[config.mk]
export PLATFORM = sky130hd
export DESIGN_NAME = window_alarm_ctrl
export DESIGN_NICKNAME = d
export VERILOG_FILES = /design/src/pin_sync.v /design/src/window_alarm_ctrl.v
export VERILOG_INCLUDE_DIRS = /design/src
export SDC_FILE = /design/constraint.sdc
export NUM_CORES = 1
export LEC_CHECK = 0
export ABC_AREA = 0
export BUFFER_PORTS_ARGS = -buffer_cell sky130_fd_sc_hd__clkbuf_2
export CAP_MARGIN = 5
export CELL_PAD_IN_SITES_DETAIL_PLACEMENT = 2
export CELL_PAD_IN_SITES_GLOBAL_PLACEMENT = 2
export CORE_MARGIN = 4
export CORE_UTILIZATION = 38
export CTS_BUF_LIST = sky130_fd_sc_hd__clkbuf_8
export DETAILED_ROUTE_END_ITERATION = 8
export GPL_TIMING_DRIVEN = 0
export HOLD_SLACK_MARGIN = 0.02
export PLACE_DENSITY = 0.83
export SLEW_MARGIN = 20
export SYNTH_ARGS = -nofsm -noshare
export SYNTH_HDL_FRONTEND = slang
export SYNTH_SLANG_ARGS = --single-unit
[constraint.sdc]
create_clock -name sys_clk_in -period 2.32 [get_ports sys_clk_in]
set_input_delay 0.348 -clock sys_clk_in [delete_from_list [all_inputs] [get_ports sys_clk_in]]
set_output_delay 0.348 -clock sys_clk_in [all_outputs]
set_load 0.005 [all_outputs]
[src/window_alarm_consts.vh]
// Purpose: constants for the window alarm controller
// Assumes: system clock of 10 MHz
// Notes:   times in ns, cycle counts derived from them
`ifndef WINDOW_ALARM_CONSTS_VH
`define WINDOW_ALARM_CONSTS_VH

// ----------------------------------------------------------------------
// clock
// ----------------------------------------------------------------------
`define CLK_PERIOD_NS      100

// ----------------------------------------------------------------------
// timing, least times rounded up to whole cycles
// ----------------------------------------------------------------------
`define HOLD_CLEAR_NS      4000
`define HOLD_CLEAR_CYC     ((`HOLD_CLEAR_NS + `CLK_PERIOD_NS - 1) / `CLK_PERIOD_NS)
`define MODE_RISE_NS       10000
`define MODE_RISE_CYC      ((`MODE_RISE_NS + `CLK_PERIOD_NS - 1) / `CLK_PERIOD_NS)
`define MODE_FALL_NS       100000
`define MODE_FALL_CYC      ((`MODE_FALL_NS + `CLK_PERIOD_NS - 1) / `CLK_PERIOD_NS)

// ----------------------------------------------------------------------
// widths and reset values
// ----------------------------------------------------------------------
`define CNT_W              10
`define SYNC_RST_VAL       1'b1
`define HOLD_CTL_RST_VAL   1'b0
`define POS_ONLY_RST_VAL   1'b0

`endif

[src/pin_sync.v]
// Purpose: two-stage synchroniser for pin inputs
// Assumes: one clock, clock enable freezes state
// Notes:   first stage read only by second stage
`timescale 1ns/10ps
`include "window_alarm_consts.vh"

module pin_sync #(
  parameter WIDTH = 1
) (
  input  wire             sys_clk_in,
  input  wire             rst_b_in,
  input  wire             clk_en_in,
  input  wire [WIDTH-1:0] pin_in,
  output wire [WIDTH-1:0] sync_out
);

  // --------------------------------------------------------------------
  // per bit two flip-flops
  // --------------------------------------------------------------------
  genvar i;
  generate
    for (i = 0; i < WIDTH; i = i + 1) begin : g_bit
      reg meta_r;
      reg stable_r;
      always @(posedge sys_clk_in or negedge rst_b_in) begin
        if (!rst_b_in) begin
          meta_r   <= `SYNC_RST_VAL;
          stable_r <= `SYNC_RST_VAL;
        end else if (clk_en_in) begin
          meta_r   <= pin_in[i];
          stable_r <= meta_r;
        end
      end
      assign sync_out[i] = stable_r;
    end
  endgenerate

endmodule

[src/window_alarm_ctrl.v]
// Purpose: controller driving the hold pin and mode select of an
//          isolated window comparator and watching its alarm pin
// Assumes: alarm pin is open drain with pull-up, low means alarm
// Notes:   all outputs registered
//
// How it works
// - controller never moves mode select while alarm handling is active.
// - controller clears a held alarm with hold pin low at least 4 us.
// - controller raises hold pin again afterwards to re-arm hold mode.
// - controller reacts to the alarm pin high-to-low change as an event, except in ST_SETTLE.
`timescale 1ns/10ps
`include "window_alarm_consts.vh"

module window_alarm_ctrl (
  input  wire sys_clk_in,
  input  wire rst_b_in,
  input  wire clk_en_in,
  input  wire alarm_n_in,
  input  wire hold_mode_in,
  input  wire clear_req_in,
  input  wire pos_only_req_in,
  output reg  hold_ctl_out,
  output reg  pos_only_out,
  output reg  alarm_event_out,
  output reg  alarm_active_out,
  output reg  alarm_held_out,
  output reg  clear_busy_out,
  output reg  settle_busy_out
);

  // --------------------------------------------------------------------
  // states and counts
  // --------------------------------------------------------------------
  localparam [1:0] ST_TRANSP = 2'b00;
  localparam [1:0] ST_ARMED  = 2'b01;
  localparam [1:0] ST_CLEAR  = 2'b10;
  localparam [1:0] ST_SETTLE = 2'b11;

  localparam integer      CLEAR_INT = `HOLD_CLEAR_CYC;
  localparam integer      RISE_INT  = `MODE_RISE_CYC;
  localparam integer      FALL_INT  = `MODE_FALL_CYC;

  // counts fit the counter width, cut on purpose
  localparam [`CNT_W-1:0] CLEAR_CYC = CLEAR_INT[`CNT_W-1:0];
  localparam [`CNT_W-1:0] RISE_CYC  = RISE_INT[`CNT_W-1:0];
  localparam [`CNT_W-1:0] FALL_CYC  = FALL_INT[`CNT_W-1:0];
  localparam [`CNT_W-1:0] CNT_ONE   = 10'h001;

  reg [1:0]        state_r;
  reg [1:0]        state_nxt;
  reg [`CNT_W-1:0] cnt_r;
  reg [`CNT_W-1:0] cnt_nxt;
  reg              hold_nxt;
  reg              pos_only_nxt;
  reg              prev_alarm_r;
  reg              held_nxt;

  wire             alarm_n_sync;
  wire             alarm_now;
  wire             alarm_fall;

  // --------------------------------------------------------------------
  // alarm pin synchroniser
  // --------------------------------------------------------------------
  pin_sync #(
    .WIDTH (1)
  ) u_alarm_sync (
    .sys_clk_in (sys_clk_in),
    .rst_b_in   (rst_b_in),
    .clk_en_in  (clk_en_in),
    .pin_in     (alarm_n_in),
    .sync_out   (alarm_n_sync)
  );

  // low pin means out of range
  assign alarm_now  = ~alarm_n_sync;
  // high-to-low change of the pin
  assign alarm_fall = alarm_now & ~prev_alarm_r;

  // --------------------------------------------------------------------
  // next state
  // --------------------------------------------------------------------
  always @* begin
    state_nxt    = state_r;
    cnt_nxt      = cnt_r;
    hold_nxt     = hold_ctl_out;
    pos_only_nxt = pos_only_out;
    held_nxt     = alarm_held_out;
    case (state_r)
      ST_TRANSP: begin
        hold_nxt = 1'b0;
        held_nxt = 1'b0;
        if (pos_only_req_in != pos_only_out) begin
          pos_only_nxt = pos_only_req_in;
          cnt_nxt      = pos_only_req_in ? RISE_CYC : FALL_CYC;
          state_nxt    = ST_SETTLE;
        end else if (hold_mode_in) begin
          hold_nxt  = 1'b1;
          state_nxt = ST_ARMED;
        end
      end
      ST_ARMED: begin
        if (alarm_now) begin
          held_nxt = 1'b1;
        end
        if (clear_req_in || !hold_mode_in) begin
          hold_nxt  = 1'b0;
          cnt_nxt   = CLEAR_CYC;
          state_nxt = ST_CLEAR;
        end else if (pos_only_req_in != pos_only_out) begin
          hold_nxt  = 1'b0;
          state_nxt = ST_TRANSP;
        end
      end
      ST_CLEAR: begin
        hold_nxt = 1'b0;
        if (cnt_r > CNT_ONE) begin
          cnt_nxt = cnt_r - CNT_ONE;
        end else begin
          // alarm still low here means input still beyond threshold
          held_nxt = alarm_now;
          if (hold_mode_in && (pos_only_req_in == pos_only_out)) begin
            hold_nxt  = 1'b1;
            state_nxt = ST_ARMED;
          end else begin
            state_nxt = ST_TRANSP;
          end
        end
      end
      ST_SETTLE: begin
        hold_nxt = 1'b0;
        held_nxt = 1'b0;
        if (cnt_r > CNT_ONE) begin
          cnt_nxt = cnt_r - CNT_ONE;
        end else begin
          state_nxt = ST_TRANSP;
        end
      end
      default: begin
        state_nxt = ST_TRANSP;
      end
    endcase
  end

  // --------------------------------------------------------------------
  // state and counter registers
  // --------------------------------------------------------------------
  always @(posedge sys_clk_in or negedge rst_b_in) begin
    if (!rst_b_in) begin
      state_r <= ST_TRANSP;
      cnt_r   <= {`CNT_W{1'b0}};
    end else if (clk_en_in) begin
      state_r <= state_nxt;
      cnt_r   <= cnt_nxt;
    end
  end

  // --------------------------------------------------------------------
  // device pin drives
  // --------------------------------------------------------------------
  always @(posedge sys_clk_in or negedge rst_b_in) begin
    if (!rst_b_in) begin
      hold_ctl_out <= `HOLD_CTL_RST_VAL;
      pos_only_out <= `POS_ONLY_RST_VAL;
    end else if (clk_en_in) begin
      hold_ctl_out <= hold_nxt;
      pos_only_out <= pos_only_nxt;
    end
  end

  // --------------------------------------------------------------------
  // alarm path
  // --------------------------------------------------------------------
  always @(posedge sys_clk_in or negedge rst_b_in) begin
    if (!rst_b_in) begin
      prev_alarm_r     <= 1'b0;
      alarm_event_out  <= 1'b0;
      alarm_active_out <= 1'b0;
    end else if (clk_en_in) begin
      prev_alarm_r     <= alarm_now;
      // events during a mode change may be spurious
      alarm_event_out  <= alarm_fall & (state_r != ST_SETTLE);
      alarm_active_out <= alarm_now;
    end
  end

  // --------------------------------------------------------------------
  // held flag
  // --------------------------------------------------------------------
  always @(posedge sys_clk_in or negedge rst_b_in) begin
    if (!rst_b_in) begin
      alarm_held_out <= 1'b0;
    end else if (clk_en_in) begin
      alarm_held_out <= held_nxt;
    end
  end

  // --------------------------------------------------------------------
  // busy flags
  // --------------------------------------------------------------------
  always @(posedge sys_clk_in or negedge rst_b_in) begin
    if (!rst_b_in) begin
      clear_busy_out  <= 1'b0;
      settle_busy_out <= 1'b0;
    end else if (clk_en_in) begin
      clear_busy_out  <= (state_nxt == ST_CLEAR);
      settle_busy_out <= (state_nxt == ST_SETTLE);
    end
  end

endmodule

-- Yosys cells after proc, flatten, opt, wreduce, memory -nomap -nowiden
Cells that the tools add are included.
- $mul: 0
- divide/modulo/power cells: 0
- equality and inequality tests: 14
- magnitude comparators: 1
- shifts and indexed selects: 0
- reduce and logical (&&, ||, !) cells: 10
- mux-type cells: 23
- bitwise logic cells: 4
- add/sub/neg operators: 1
- operators with widths (kind ; number):
    10-bit two-way mux ; 4
    10-bit case mux with 3 select lines ; 1
    2-bit two-way mux ; 6
    10-bit by 1-bit > comparator with 1-bit output, second input constant ; 1
    2-bit != test, second input constant ; 5
    10-bit by 1-bit subtractor with 10-bit output, second input constant ; 1
    1-bit two-way mux ; 9
    2-bit equality test, second input constant ; 4
    2-bit case mux with 4 select lines ; 1
    3-bit AND reduction ; 2
    1-bit case mux with 4 select lines ; 1
    4-bit AND reduction ; 1
    2-bit OR reduction ; 2
    3-bit != test, second input constant ; 1
    1-bit case mux with 3 select lines ; 1
    1-bit bitwise AND ; 2
    2-bit by 1-bit equality test with 1-bit output, second input constant ; 1
    2-bit zero test ; 1
    2-bit by 1-bit != test with 1-bit output, second input constant ; 1
    1-bit NOT ; 2
    2-bit AND reduction ; 1
    1-bit equality test ; 1
    1-bit logical AND ; 1
    1-bit zero test ; 1
    2 further kinds ; 2
- memories kept: 0
- RAM bits: 0
- flip-flop bits (word level): 21
- bits of input ports: 7
- word-level logic and storage cells: 64
- latch bits: 0
- bits in read-only memories: 0

-- Logic depth before layout (Yosys ltp)
Gate-level depths: netlist of the first run.
- word-level depth: 6
- mapped depth: 9
- gate-level depth less buffers: 7

-- Modules after synthesis
Synthesis of the first run repeated with hierarchy kept, for this count alone.
- cell total of the unflattened synthesis: 134
- area, all modules: 1308.8 um^2
- by module, submodules not included (module ; cells each ; times used ; area an instance (um^2)):
    window_alarm_ctrl ; 130 ; 1 ; 1233.7
    pin_sync ; 4 ; 1 ; 75.1

-- Worst setup path after synthesis of the first run
Ideal clock, no wire load.
- kind: register to register
- start point: reg state_r[1]
- end point: reg cnt_r[2]
- data arrival time: 1.743 ns
- required time: 2.190 ns
- setup slack: 0.447 ns
- cell stages (with the launch flop): 9
- cell sequence: dfrtp_1 clkbuf_1 inv_1 ha_1 buf_2 nor2b_1 nor3_1 o21ai_0 o31ai_2
- word-level cells in the longest chain between the ends: 4
- elaborated cells between the ends (all ways): 10
- classes of those cells: eq/ne: 6; mux: 1; reduce/logical: 3
- ends and longest elaborated chain (item ; RTL line ; text):
    from (decl) ; window_alarm_ctrl.v:49 ; reg [1:0] state_r;
    from (signal assigned) ; window_alarm_ctrl.v:153 ; state_r <= state_nxt;
    2-bit equality test ; window_alarm_ctrl.v:89 ; case (state_r)
    2-bit OR reduction (no line) ; n/a ;
    2-bit by 1-bit != test with 1-bit output (no line) ; n/a ;
    4-bit AND reduction (no line) ; n/a ;
    to (signal assigned) ; window_alarm_ctrl.v:151 ; cnt_r <= {`CNT_W{1'b0}};
    to (signal assigned) ; window_alarm_ctrl.v:154 ; cnt_r <= cnt_nxt;
    to (decl) ; window_alarm_ctrl.v:51 ; reg [`CNT_W-1:0] cnt_r;
Parallel ways exist; a longest one is shown, timed or not.
A chain may end at the register's enable or synchronous reset.

-- Worst setup path in the final report of the first run
- start point: reg state_r[1]
- end point: reg cnt_r[4]
The elaborated chain is that of the path after synthesis.

==> results of run 1 <==
## per-layer routing
| layer | GRT usage [%] | vias to the layer above | wire [um] |
|---|---|---|---|
| li1 | - | 549 | - |
| met1 | 24.59 | 593 | 1740 |
| met2 | 35.71 | 19 | 2010 |
| met3 | 2.829 | 7 | 100 |
| met4 | 8.354 | 0 | 72 |
| met5 | 0 | - | 0 |
## final cells by class
type / instances / area share, %
well taps: 46 / 3.774
inverters: 7 / 1.723
flip-flops and latches: 21 / 34.62
multi-input cells: 108 / 50.70
clock buffers: 3 / 2.707
clock inverters: 1 / 0.2461
repair buffers: 12 / 3.938
plain buffers: 6 / 2.297
## final timing paths
check | start | endpoint | slack [ps]
hold / removal | rst_b_in | settle_busy_out$_DFFE_PN0P_ | 50
hold reg to reg | hold_ctl_out$_DFFE_PN0P_ | hold_ctl_out$_DFFE_PN0P_ | 510
min in group sys_clk_in | alarm_n_in | u_alarm_sync.g_bit[0].meta_r$_DFFE_PN1P_ | 310
setup / recovery | state_r[1]$_DFFE_PN0P_ | cnt_r[4]$_DFFE_PN0P_ | 200
setup reg to reg | state_r[1]$_DFFE_PN0P_ | cnt_r[4]$_DFFE_PN0P_ | 200
max in group asynchronous | rst_b_in | cnt_r[1]$_DFFE_PN0P_ | 1900
## per-stage QoR
stage,area [um2],power (mW),TNS (ps),hold slack (ps),utilization [%]
2_1_floorplan,1341,1.460,0,52.41,-
3_3_place_gp,1459,1.699,0,350.7,43.38
3_5_place_dp,1459,1.805,-35.67,372.0,43.38
4_1_cts,1506,2.070,0,78.38,44.79
5_1_grt,1525,2.292,0,87.81,45.35
6_report,1525,2.085,0,49.14,45.35
## synthesized netlist by cell type (all sizes together), types with 2 or more instances
master | n | area share [%]
nor2 | 18 | 5.4
nand2 | 12 | 3.4
nand2b | 3 | 1.4
a31oi | 3 | 1.4
nand3 | 2 | 0.75
nor3b | 2 | 1.1
dfrtp | 19 | 35
inv | 7 | 2.0
o21ai | 15 | 6.2
o31ai | 4 | 3.0
buf | 5 | 2.2
a21oi | 8 | 3.3
dfstp | 2 | 3.9
nor3 | 6 | 3.0
o21bai | 2 | 1.1
mux2 | 4 | 3.4
ha | 6 | 5.6
a211oi | 2 | 1.1
## power groups by stage
stage	Combinational [mW]	Clock, mW	Sequential (mW)
6_report	1.17	0.247	0.667
5_1_grt	1.32	0.278	0.695
4_1_cts	1.14	0.259	0.667
3_5_place_dp	1.13	0	0.674
3_3_place_gp	1.05	0	0.653
2_1_floorplan	0.823	0	0.638
## repair_timing
item                                    in CTS  in global routing
endpoints found under the setup margin       1                 14
hold buffers                                 0                  0
gates resized for setup                      1                  6
## sequential cells by signal (all words and copies together), names as in the netlist
register	cells
u_alarm_sync.sync_out	1
pos_only_out	1
alarm_event_out	1
clear_busy_out	1
state_r	2
hold_ctl_out	1
prev_alarm_r	1
alarm_held_out	1
u_alarm_sync.g_bit.meta_r	1
cnt_r	10
settle_busy_out	1
## cells by family after synthesis
family | after synthesis
buffers and inverters | 13
flip-flops | 21
adder cells (fa/ha/maj) | 6
AND/OR/NAND/NOR | 48
AO/OA/AOI/OAI | 48
XOR/XNOR | 1
multiplexers | 5
## cells in the final DEF, fill, tap and decap left out, drive strengths merged, types with 5 or more instances in the layout
cell type / n
nand2: 12
inv: 8
dfrtp: 19
o21ai: 15
clkbuf: 16
a21oi: 8
buf: 5
nor2: 18
nor3: 6
ha: 6
==> flow_summary_export.csv, run 1 <==
group,metric,value,unit
status,status,"finished, final reports clean",
synth,syn-num-nets,155,
timing,period_needed,2116,ps
worst_setup_path,path_cells,"clkbuf_2, inv_1, ha_1, and3b_1, a21oi_2, o211ai_4, o41ai_1",
floorplanning,core_area,3363,um2
clock_network,cts_made_buffers,3,
pwr,leakage,0.6464,nW
pwr,switching_share,47.56,%
timing,relSlewSlack,63.12,%
detailed_routing,route.vias.total,1168,
timing,tightest_slew,553.1,ps
clock_network,clk_latency,270,ps
synth,synth_xor_area_share,1.213,%
detailed_routing,first_iter_violations,73,
clock_network,cts_tree,"yes",
pwr,clockPowerShare,11.9,%
worst_setup_path,path_buf_inv,2,
timing,hold_viol_final,0,
layout,drive_above_1_share,28.48,%
timing,setup_viol,0,
pwr,pwr-share-seq,32.0,%
layout,syn_to_final_growth,13.71,%
detailed_routing,wl_per_cell,19.24,um
grt,track_usage,20.25,%
flow_run,maxCapViolCount,0,
pwr,p_int,1.093,mW
worst_setup_path,criticalPathCategory,"reg -> reg",
synth,synthMuxAreaShare,4.104,%
floorplanning,die-area,4544,um2
floorplanning,num_rows,21,
synth,synth_top_family_by_area,"compound AO/OA/AOI/OAI gates",
synth,synth_fa_ha_area_share,5.597,%
timing,drv_slew,0,
layout,stdcell_count,204,
worst_setup_path,critical-path-top-delay-family,"compound AO/OA/AOI/OAI gates",
synth,seq_area_frac_synth,39.37,%
grt,grt_pass1_vias,1355,
clock_network,postCtsSetupRepairBufs,0,
clock_network,h-tree-depth,1,
clock_network,clockRootBuffer,"clkbuf_8",
layout,num-nets-final,172,
grt,overflow,0,
layout,antenna_cells,0,
layout,seq_area,528.0,um2
clock_network,path_clk_slew,80,ps
worst_setup_path,slowest_stage,"o41ai_1",
worst_setup_path,r2r_cells,7,
timing,skew,6.174,ps
worst_setup_path,crit_required,2470,ps
synth,yosys_warnings,0,
layout,fillers,387,
place,preCtsSetupSlack,-35.67,ps
timing,fmax,0.4725,GHz
hold_path,hp-class,"in -> async",
place,place.gp.congestion,0.8289,
pwr,p_sw,0.9919,mW
floorplanning,die_y,67.41,um
detailed_routing,totalWireLength,3924,um
synth,synth_cell_types,48,
worst_setup_path,crit_fanout,10,
place,place_hpwl,2944,um
synth,synth_edf_count,0,
floorplanning,die_w,67.41,um
worst_setup_path,cp.depth,7,
worst_setup_path,cp-end-kind,"flop",
pwr,powerDensity,1367,nW/um2
detailed_routing,first_pass_iters,4,
synth,synth_compound_area_share,27.33,%
grt,antenna_found_initial,0,
synth,syn_inst,142,
timing,fin_ws,203.7,ps
detailed_routing,drcViolationCount,0,
pwr,p_comb_share,56.1,%
clock_network,clock_sinks,21,
synth,synth_ff_type,"dfrtp_1",
clock_network,clk_path_buf_depth,2,
synth,synth-seq-cells,21,
synth,avgSynthCellArea,9.446,um2
timing,fin_crit_sh,91.22,%
pwr,ir_worst_vdd,0.4878,mV
floorplanning,ios,14,
grt,grt_pass1_wl,6699,um
synth,syn_area,1341,um2
worst_setup_path,critical-path-max-stage-delay,400,ps
grt,grt_max_degree,22,
worst_setup_path,startpoint_type,"flop",
synth,yosys.area_share.simple,17.91,%
worst_setup_path,arrival,2260,ps
timing,rsz0062_at_grt,"false",
place,dp_cells,200,
place,port_buffers,12,
synth,synth-async-reset-ratio,100.0,%
floorplanning,start_util,39.88,%
layout,multi_input_area,773.2,um2
detailed_routing,avgViaCountPerCell,5.725,
detailed_routing,ant_nets,0,
Note: power is estimated with default switching activity, not from simulation.
==> inputs of run 2 (changes only) <==
CORE_ASPECT_RATIO = 1.1   (was default)
==> run 2 against run 1 <==
  * Clock power hardly changed
  * Sequential cell count stayed put
  * Count of clock-buffer cells in the layout stayed put
  * Sequential power hardly changed
  * Clock skew is 4.4 ps lower
  * Fmax is 2.4% lower
  * Register-to-register slack worse by 50 ps
  * Cell area is 0.41% higher
==> flow_summary_export.csv, run 2 (synthesis results as in run 1) <==
group,metric,value,unit
status,status,"finished, final reports clean",
grt,grt_pass1_wl,6506,um
timing,fin_ws,151.1,ps
clock_network,clk_path_buf_depth,2,
pwr,p_comb_share,55.7,%
layout,num-nets-final,172,
layout,antenna_cells,0,
detailed_routing,first_iter_violations,19,
layout,seq_area,528.0,um2
pwr,leakage,0.6491,nW
flow_run,maxCapViolCount,0,
floorplanning,num_rows,22,
layout,syn_to_final_growth,14.18,%
layout,top_register,"cnt_r",
timing,fin_crit_sh,93.49,%
layout,layout_common_cells,"dfrtp_1 (19), nor2_1 (15), clkbuf_2 (13)",
detailed_routing,drcViolationCount,0,
pwr,pwr-share-seq,32.4,%
layout,layout_commonest_cell,"dfrtp_1",
detailed_routing,avgViaCountPerCell,5.626,
grt,grt_max_degree,22,
detailed_routing,first_pass_iters,4,
clock_network,clock_sinks,21,
worst_setup_path,crit_start,"state_r[1]$_DFFE_PN0P_",
floorplanning,start_util,39.94,%
pwr,ir_worst_vdd,0.4428,mV
worst_setup_path,criticalPathCategory,"reg -> reg",
layout,drive_above_1_share,29.75,%
layout,finish.instance_area,1531,um2
pwr,clockPowerShare,11.9,%
worst_setup_path,regToRegSetupSlack,150,ps
floorplanning,die_y,70.31,um
timing,hold_ws,55.57,ps
floorplanning,die_w,64.65,um
timing,hold_viol_final,0,
grt,overflow,0,
clock_network,postCtsSetupRepairBufs,0,
worst_setup_path,crit_required,2460,ps
clock_network,clockRootBuffer,"clkbuf_8",
detailed_routing,wl_per_cell,18.21,um
place,port_buffers,12,
place,placed_cell_area,1461,um2
detailed_routing,route.vias.total,1159,
pwr,switching_share,47.17,%
detailed_routing,ant_nets,0,
grt,antenna_found_initial,0,
layout,utilization,45.60,%
clock_network,cts_made_buffers,3,
timing,fmax,0.4611,GHz
timing,tightest_slew,556.1,ps
clock_network,cts_tree,"yes",
timing,skew,1.739,ps
worst_setup_path,startpoint_type,"flop",
place,preCtsSetupSlack,-40.00,ps
worst_setup_path,crit_fanout,10,
hold_path,hp-class,"in -> async",
clock_network,h-tree-depth,1,
grt,track_usage,18.50,%
worst_setup_path,arrival,2310,ps
pwr,powerDensity,1351,nW/um2
grt,grt_pass1_vias,1346,
timing,rsz0062_at_grt,"false",
layout,largest_reg_flops,10,
layout,multi_input_area,775.7,um2
clock_network,path_clk_slew,80,ps
floorplanning,ios,14,
clock_network,postCtsHoldBufs,0,
pwr,p_sw,0.9757,mW
worst_setup_path,cp-end-kind,"flop",
pwr,p_int,1.093,mW
clock_network,clk_latency,270,ps
detailed_routing,totalWireLength,3751,um
layout,reg_top3,"cnt_r x10, state_r x2",
place,place.gp.congestion,0.7482,
floorplanning,die-area,4545,um2
layout,fillers,394,
timing,period_needed,2169,ps
timing,drv_slew,0,
timing,relSlewSlack,62.93,%
worst_setup_path,r2r_start,"state_r[1]$_DFFE_PN0P_",
timing,setup_viol,0,
floorplanning,core_area,3358,um2
place,place_hpwl,2787,um
[run 2: repair_timing]
action,4_1_cts,5_1_grt
gates resized for setup,2,4
pin swaps,0,0
setup endpoints to repair,5,9
cloned,0,0
[run 2: critical path, stage by stage (launching register included)]
cell      delay (ps)
dfrtp_1          400
clkbuf_2         240
inv_1            140
ha_1             260
and3b_1          220
a21oi_2          210
o211ai_4         180
o21ai_0          270
o41ai_2          120
[run 2: layout make-up]
type                            count  share of cell area (%)
Inverter                            7                   1.716
Clock buffer                        3                   2.696
Clock inverter                      1                  0.3268
Tap cell                           48                   3.922
Buffer                              6                   2.288
Timing Repair Buffer               12                   3.922
Multi-Input combinational cell    108                   50.65
Sequential cell                    21                   34.48
[run 2: through the flow]
| step | total power [mW] | TNS, ps | std cells |
|---|---|---|---|
| global placement | 1.708 | 0 | 202 |
| finish | 2.068 | 0 | 206 |
| detailed placement | 1.787 | -40.00 | 202 |
| global route | 2.267 | 0 | 206 |
| CTS | 2.060 | 0 | 206 |
| floorplan | 1.460 | 0 | 142 |
[run 2: metal layers]
metal	share of wire (%)	track usage, %	vias up	wire length (um)
met5	0	0	-	0
met4	2.4	8.451	0	91
met3	2.3	3.537	7	87
met2	55	33.49	15	2074
met1	40	20.50	589	1497
li1	-	-	548	-
[run 2: worst paths after layout]
check	end	cells after the start
setup / recovery	cnt_r[4]$_DFFE_PN0P_	8
hold / removal	cnt_r[4]$_DFFE_PN0P_	1
setup reg to reg	cnt_r[4]$_DFFE_PN0P_	8
hold reg to reg	alarm_event_out$_DFFE_PN0P_	1
max in group asynchronous	u_alarm_sync.sync_out$_DFFE_PN1P_	1
min in group sys_clk_in	u_alarm_sync.g_bit[0].meta_r$_DFFE_PN1P_	2
[run 2: power groups by stage]
stage | Sequential [mW] | Clock [mW] | Combinational (mW)
floorplan | 0.638 | 0 | 0.823
global placement | 0.659 | 0 | 1.05
detailed placement | 0.675 | 0 | 1.11
CTS | 0.670 | 0.256 | 1.13
global route | 0.700 | 0.281 | 1.29
finish | 0.670 | 0.246 | 1.15
